$ cat src/hw/acsf_pkg.sv
`default_nettype none
package acsf_pkg;
  localparam int NUM_CH = 8;
  localparam int DATA_W = 10;
  localparam int ADDR_W = 8;
  // Register byte offsets
  localparam logic [ADDR_W-1:0] OFS_CTRL = 8'h00;
  localparam logic [ADDR_W-1:0] OFS_MODE = 8'h04;
  localparam logic [ADDR_W-1:0] OFS_CH_EN = 8'h10;
  localparam logic [ADDR_W-1:0] OFS_CH_DIS = 8'h14;
  localparam logic [ADDR_W-1:0] OFS_CH_STAT = 8'h18;
  localparam logic [ADDR_W-1:0] OFS_STATUS = 8'h1c;
  localparam logic [ADDR_W-1:0] OFS_LAST = 8'h20;
  localparam logic [ADDR_W-1:0] OFS_IRQ_EN = 8'h24;
  localparam logic [ADDR_W-1:0] OFS_IRQ_ST = 8'h28;
  localparam logic [ADDR_W-1:0] OFS_IRQ_CLR = 8'h2c;
  localparam logic [ADDR_W-1:0] OFS_CH_BASE = 8'h30;
  // Field positions
  localparam int CTRL_START_BIT = 1;
  localparam int MODE_SLEEP_BIT = 5;
  localparam int ST_OVR_BASE = 8;
  localparam int ST_DATA_READY_FLAG_BIT = 16;
  localparam int ST_GOVR_BIT = 17;
  localparam int LAST_CH_POS = 12;
  // Interrupt status bits
  localparam int IRQ_W = 3;
  localparam int IRQ_DATA_READY_FLAG = 0;
  localparam int IRQ_GOVR = 1;
  localparam int IRQ_OVR = 2;
  localparam logic [31:0] RESET_WORD = 32'h0000_0000;

  typedef struct packed {
    logic              done;
    logic [2:0]        ch;
    logic [DATA_W-1:0] data;
  } acsf_conv_t;

  typedef struct packed {
    logic [ADDR_W-1:0] addr;
    logic [31:0]       wdata;
    logic              wr;
    logic              rd;
  } acsf_bus_t;
endpackage
`default_nettype wire

$ cat src/hw/acsf_flags.sv
// Functional notes
// Only last-result read clears data-ready flag
// Channel or last-result read clears channel EOC
// Channel read clears only its own EOC
// Enabled completion stores results, sets data-ready
// Disabled completion stores nothing, no data-ready
// Completion with EOC set raises channel overrun
// Completion with data-ready set raises global overrun
// Status read clears global overrun, set wins
// Status read clears overrun once EOC cleared
// Disabling during conversion suppresses its EOC
// Sleep selected: sleep after started conversion ends
// Software sets sleep before issuing start
// Set beats coincident read clear
// Channel count is a parameter
//
// Decided for this implementation: the strobed register port and the address map.
`default_nettype none
module acsf_flags #(
  parameter int NUM_CH = acsf_pkg::NUM_CH
) (
  // Clock and reset
  input  wire logic               clk_sys,
  input  wire logic               rst,
  // Register port
  input  wire acsf_pkg::acsf_bus_t bus,
  output logic [31:0]             rdata,
  // Conversion core
  input  wire acsf_pkg::acsf_conv_t conv,
  output logic                    start_conv,
  output logic [NUM_CH-1:0]       ch_enable,
  output logic                    sleep_active,
  // Interrupt
  output logic                    irq
);
  localparam int DW = acsf_pkg::DATA_W;
  localparam int CW = 3;
  typedef logic [acsf_pkg::ADDR_W-1:0] acsf_addr_t;

  logic [NUM_CH-1:0] en_q, en_d, eoc_q, eoc_d, ovr_q, ovr_d;
  logic [DW-1:0]     cdr_q [NUM_CH];
  logic [DW-1:0]     cdr_d [NUM_CH];
  logic [DW-1:0]     lcd_q, lcd_d;
  logic [CW-1:0]     lch_q, lch_d;
  logic              data_ready_flag_q, data_ready_flag_d, govr_q, govr_d;
  logic              sleep_sel_q, sleep_sel_d, slp_q, slp_d, busy_q, busy_d;
  logic              start_q, start_d;
  logic [acsf_pkg::IRQ_W-1:0] ist_q, ist_d, ien_q, ien_d;
  logic              irq_q, irq_d;
  logic [31:0]       rdata_q, rdata_d;

  logic              done_ok, rd_last, rd_stat, rd_ch, wr_dis;
  logic [CW-1:0]     rd_idx;
  logic [NUM_CH-1:0] hit;

  assign rd_last = bus.rd && bus.addr == acsf_pkg::OFS_LAST;
  assign rd_stat = bus.rd && bus.addr == acsf_pkg::OFS_STATUS;
  assign rd_ch   = bus.rd && bus.addr >= acsf_pkg::OFS_CH_BASE
                   && bus.addr < acsf_pkg::OFS_CH_BASE + acsf_addr_t'(4 * NUM_CH);
  assign rd_idx  = CW'((bus.addr - acsf_pkg::OFS_CH_BASE) >> 2);
  assign wr_dis  = bus.wr && bus.addr == acsf_pkg::OFS_CH_DIS;
  // Enable sampled before this cycle's disable: a completion still counts
  assign done_ok = conv.done && en_q[conv.ch];

  generate
    for (genvar i = 0; i < NUM_CH; i++) begin : g_ch
      logic clr, set;
      // Clear keyed to this index only, never to a neighbour
      assign clr = (rd_ch && rd_idx == CW'(i)) || (rd_last && lch_q == CW'(i));
      assign set = done_ok && conv.ch == CW'(i);
      assign hit[i] = set;
      always_comb begin
        eoc_d[i] = set ? 1'b1 : (clr ? 1'b0 : eoc_q[i]);
        ovr_d[i] = ovr_q[i];
        if (rd_stat && !eoc_q[i]) begin
          ovr_d[i] = 1'b0;
        end
        if (set && eoc_q[i]) begin
          ovr_d[i] = 1'b1;
        end
        cdr_d[i] = set ? conv.data : cdr_q[i];
      end
      always_ff @(posedge clk_sys) begin
        if (rst) begin
          cdr_q[i] <= '0;
        end else begin
          cdr_q[i] <= cdr_d[i];
        end
      end

    end
  endgenerate

  always_comb begin
    en_d = en_q;
    if (bus.wr && bus.addr == acsf_pkg::OFS_CH_EN) begin
      en_d = en_q | bus.wdata[NUM_CH-1:0];
    end
    if (wr_dis) begin
      en_d = en_q & ~bus.wdata[NUM_CH-1:0];
    end
    lcd_d = done_ok ? conv.data : lcd_q;
    lch_d = done_ok ? conv.ch : lch_q;
    // Channel reads never touch data-ready
    data_ready_flag_d = done_ok ? 1'b1 : (rd_last ? 1'b0 : data_ready_flag_q);
    govr_d = (conv.done && data_ready_flag_q) ? 1'b1 : (rd_stat ? 1'b0 : govr_q);
    sleep_sel_d = sleep_sel_q;
    if (bus.wr && bus.addr == acsf_pkg::OFS_MODE) begin
      sleep_sel_d = bus.wdata[acsf_pkg::MODE_SLEEP_BIT];
    end
    start_d = bus.wr && bus.addr == acsf_pkg::OFS_CTRL
              && bus.wdata[acsf_pkg::CTRL_START_BIT];
    busy_d = start_q ? 1'b1 : (conv.done ? 1'b0 : busy_q);
    // Sleep only takes effect at the end of a conversion, so idle writes wait
    slp_d = slp_q;
    if (start_q) begin
      slp_d = 1'b0;
    end
    if (busy_q && conv.done && sleep_sel_q) begin
      slp_d = 1'b1;
    end
    if (!sleep_sel_q) begin
      slp_d = 1'b0;
    end
    ien_d = ien_q;
    if (bus.wr && bus.addr == acsf_pkg::OFS_IRQ_EN) begin
      ien_d = bus.wdata[acsf_pkg::IRQ_W-1:0];
    end
    ist_d = ist_q;
    if (bus.wr && bus.addr == acsf_pkg::OFS_IRQ_CLR) begin
      ist_d = ist_q & ~bus.wdata[acsf_pkg::IRQ_W-1:0];
    end
    if (done_ok) begin
      ist_d[acsf_pkg::IRQ_DATA_READY_FLAG] = 1'b1;
    end
    if (conv.done && data_ready_flag_q) begin
      ist_d[acsf_pkg::IRQ_GOVR] = 1'b1;
    end
    if (done_ok && eoc_q[conv.ch]) begin
      ist_d[acsf_pkg::IRQ_OVR] = 1'b1;
    end
    irq_d = |(ist_d & ien_d);
    rdata_d = acsf_pkg::RESET_WORD;
    if (bus.rd) begin
      case (bus.addr)
        acsf_pkg::OFS_MODE:    rdata_d[acsf_pkg::MODE_SLEEP_BIT] = sleep_sel_q;
        acsf_pkg::OFS_CH_STAT: rdata_d[NUM_CH-1:0] = en_q;
        acsf_pkg::OFS_STATUS: begin
          rdata_d[NUM_CH-1:0] = eoc_q;
          rdata_d[acsf_pkg::ST_OVR_BASE +: NUM_CH] = ovr_q;
          rdata_d[acsf_pkg::ST_DATA_READY_FLAG_BIT] = data_ready_flag_q;
          rdata_d[acsf_pkg::ST_GOVR_BIT] = govr_q;
        end
        acsf_pkg::OFS_LAST: begin
          rdata_d[DW-1:0] = lcd_q;
          rdata_d[acsf_pkg::LAST_CH_POS +: CW] = lch_q;
        end
        acsf_pkg::OFS_IRQ_EN:  rdata_d[acsf_pkg::IRQ_W-1:0] = ien_q;
        acsf_pkg::OFS_IRQ_ST:  rdata_d[acsf_pkg::IRQ_W-1:0] = ist_q;
        default: begin
          if (rd_ch) begin
            rdata_d[DW-1:0] = cdr_q[rd_idx];
          end
        end
      endcase
    end
  end

  always_ff @(posedge clk_sys) begin
    if (rst) begin
      en_q        <= '0;
      eoc_q       <= '0;
      ovr_q       <= '0;
      lcd_q       <= '0;
      lch_q       <= '0;
      data_ready_flag_q      <= 1'b0;
      govr_q      <= 1'b0;
      sleep_sel_q <= 1'b0;
      slp_q       <= 1'b0;
      busy_q      <= 1'b0;
      start_q     <= 1'b0;
      ien_q       <= '0;
      ist_q       <= '0;
      irq_q       <= 1'b0;
      rdata_q     <= '0;
    end else begin
      en_q        <= en_d;
      eoc_q       <= eoc_d;
      ovr_q       <= ovr_d;
      lcd_q       <= lcd_d;
      lch_q       <= lch_d;
      data_ready_flag_q      <= data_ready_flag_d;
      govr_q      <= govr_d;
      sleep_sel_q <= sleep_sel_d;
      slp_q       <= slp_d;
      busy_q      <= busy_d;
      start_q     <= start_d;
      ien_q       <= ien_d;
      ist_q       <= ist_d;
      irq_q       <= irq_d;
      rdata_q     <= rdata_d;
    end
  end

  assign rdata        = rdata_q;
  assign start_conv   = start_q;
  assign ch_enable    = en_q;
  assign sleep_active = slp_q;
  assign irq          = irq_q;
endmodule
`default_nettype wire

$ cat config.mk
export PLATFORM = sky130hd
export DESIGN_NAME = acsf_flags
export DESIGN_NICKNAME = d
export VERILOG_FILES = /design/src/hw/acsf_pkg.sv /design/src/hw/acsf_flags.sv
export SDC_FILE = /design/constraint.sdc
export NUM_CORES = 1
export LEC_CHECK = 0
export BUFFER_PORTS_ARGS = -buffer_cell sky130_fd_sc_hd__buf_2
export CORE_MARGIN = 8
export CORE_UTILIZATION = 44
export CTS_CLUSTER_SIZE = 25
export DETAILED_ROUTE_END_ITERATION = 7
export PLACE_DENSITY = 0.72
export SYNTH_ARGS = -nofsm -noshare
export SYNTH_HDL_FRONTEND = slang
export SYNTH_SLANG_ARGS = --single-unit
$ cat constraint.sdc
create_clock -name clk_sys -period 4.1 [get_ports clk_sys]
set_input_delay 0.205 -clock clk_sys [delete_from_list [all_inputs] [get_ports clk_sys]]
set_output_delay 0.205 -clock clk_sys [all_outputs]
set_load 0.01 [all_outputs]
==> reports/metrics.cfg <==
[status]
outcome=complete, no violations

[pwr]
p_seq_share_pct=49.6
irDropWorstVdd_v=0.000351
p_int_w=0.00248
pwr-share-clk_pct=44.3
p_leak_nw=3.02
p_sw_share_pct=23.4
switchingPower_w=0.000759
p_per_area_mw_per_mm2=416
power_frac_comb_pct=6.1
power.total_w=0.00324

[global_routing]
grt_pass1_wl_mm=27.9
grt-ovfl-total=0
antenna_found_initial=0
grtUsageTotal_pct=18.6
grt_pass1_vias=4916
grt_max_degree=39

[synthesis]
ys_async_sr_fraction_pct=0
ys_seq_area_share_pct=54.8
syn_area_mm2=0.00687
synth_top_area_share_pct=35.0
ys_seq_elements=148
synth_flop_cell=edfxtp_1
avgSynthCellArea_um2=11.7
synth.distinct_cells=52
ys_warn_count=0
synth.area.top_cells=edfxtp_1 (35%), dfxtp_1 (20%), and2_1 (7.6%)
synth_area_leader_cell=edfxtp_1
synth-edff-count=80
syn_inst=585

[cts]
clk_pin_slew_ns=0.06
cts-htree-levels=4
clock_latency_ns=0.43
clockRootBuffer=clkbuf_16
cts_resized=0
clock_tree.buffer_depth=2
clock_sinks=148
cts_setup_buffers=0
cts_tree=built
cts_buffers=17

[setup_path]
start_kind=register
crit_fanout=12
critPathTopFamily=simple AND/OR/NAND/NOR gates
slowest_delay_ns=1.08
worstPathArrival_ns=2.93
crit_type=register to register
path_cells=mux4_1 > nand3_1 > nor3_1 > and2_1
crit_buf_inv=0
critPathSlowestCell=nor3_1
worstSetupEndpointType=register
reg2reg_setup_slack_ns=1.46
critPathRequiredTime_ns=4.39

[floorplan]
num_io_pins=101
start_util_pct=45.0
die_w_um=141
fp.dieH_um=141
core_mm2=0.0153
die_area_mm2=0.0199
rows=45

[timing]
period_share_pct=64.5
finalSetupViolCount=0
slew_violations=0
timing.slew.headroom_pct=20.7
final.setup_skew_ns=0.0107
setup_tns_ns=0
max_freq_mhz=378
tightest_slew_ns=1.18
rsz0062_at_grt=no
post-route-min-period_ns=2.64
setup_ws_ns=1.46
hold_viol=0

[cells_and_area]
drive_above_1_share_pct=20.3
diodes=0
layout_common_cells=and2_1 (83), edfxtp_1 (80), dfxtp_1 (68)
area_growth_syn_to_layout_pct=13.4
fin_nets=685
layout_commonest_cell=and2_1
fin_area_mm2=0.00779

[route]
viasPerCell=5.86
drtPass1Iterations=5
wl_per_cell_um=21.2
drt_iter0_drc=551
routed_wirelength_mm=18.1
antenna_left=0
num_vias=4986
route.detailed.drc=0

[run]
max-cap-violations=0

[placed_design]
port_buffers=62
dp_slack_ns=1.41
placed_area_mm2=0.00721
gp_congestion=0.908
hpwl_mm=12.4

[min_path]
min_path_type=input pin to register

routing by layer:
layer  vias up  global-route usage (%)  part of all wire, %
li1       2256                       -                    -
met1      2459                    23.2                   40
met2       240                    29.4                   48
met3        31                    4.90                  8.9
met4         0                    8.99                  3.2
met5         -                       0                    0
cells by family (layout without fill, tap and decap cells):
| family | Yosys count | count (layout) | synth area share [%] |
|---|---|---|---|
| buffers and inverters | 70 | 112 | 5.30 |
| flip-flops | 148 | 148 | 54.8 |
| multiplexers | 32 | 32 | 9.47 |
| AND/OR/NAND/NOR | 201 | 201 | 17.2 |
| other | 1 | 14 | 0.0546 |
| AO/OA/AOI/OAI | 133 | 133 | 13.2 |
synthesized netlist by cell type (all sizes together) (3+ instances only):
library cell	number
a21o	11
a21oi	28
a22oi	25
a311oi	8
a31oi	16
a32oi	3
and2	83
and3	10
buf	36
clkbuf	27
dfxtp	68
edfxtp	80
inv	7
mux2i	5
mux4	25
nand2	19
nand2b	19
nand3	17
nand3b	3
nand4	6
nor2	10
nor2b	6
nor3	17
o21ai	14
o21bai	8
o31ai	6
registers in the layout (all words and copies together), names as in the netlist, named ones only:
signal / cells
sleep_active: 1
irq: 1
ovr_q: 8
eoc_q: 8
busy_q: 1
data_ready_flag_q: 1
cdr_q: 80
lcd_q: 10
lch_q: 3
rdata: 18
start_conv: 1
sleep_sel_q: 1
ien_q: 3
ist_q: 3
govr_q: 1
power groups by stage:
| stage | combinational (W) | sequential [W] | clock, W |
|---|---|---|---|
| 6_report | 0.000197 | 0.00161 | 0.00144 |
| 5_1_grt | 0.000213 | 0.00161 | 0.00152 |
| 4_1_cts | 0.000196 | 0.00161 | 0.00145 |
| 3_5_place_dp | 0.000193 | 0.00164 | 0 |
| 3_3_place_gp | 0.000188 | 0.00163 | 0 |
| 2_1_floorplan | 0.000134 | 0.00163 | 0 |
path summary, 6_finish.rpt:
kind	depth (start not counted)	start	to
setup / recovery	4	register	cdr_q[5][2]$_SDFFCE_PN0P_
hold / removal	2	bus[5]	register
setup reg to reg	4	register	cdr_q[5][2]$_SDFFCE_PN0P_
hold reg to reg	1	ovr_q[2]$_SDFFE_PP0P_	ovr_q[2]$_SDFFE_PP0P_
area by class of cell:
class                           instances  area, um2
Tap cell                              211        264
Inverter                                7       26.3
Fill cell                            1319       7470
Sequential cell                       148       3760
Clock buffer                           21        470
Multi-Input combinational cell        380       2790
Timing Repair Buffer                   73        400
Clock inverter                         11       76.3
worst register-to-register path, delay by kind of cell, from the launching register on:
| family | cells | cell delay [ns] |
|---|---|---|
| flops | 1 | 0.44 |
| simple gates | 3 | 1.76 |
| mux | 1 | 0.31 |
repair_timing:
action                                  CTS  global route
endpoints found under the hold margin     3             0
hold buffers                              3             0
endpoints found under the setup margin    0             0
stage by stage:
step,util [%],std cells,hold WS (ns)
finish,51.1,851,0.0214
global route,51.1,851,0.0259
CTS,51.1,851,0.0111
detailed placement,47.3,816,0.429
global placement,47.3,816,0.420
floorplan,-,598,0.315
(Power assumes the default switching activity.)
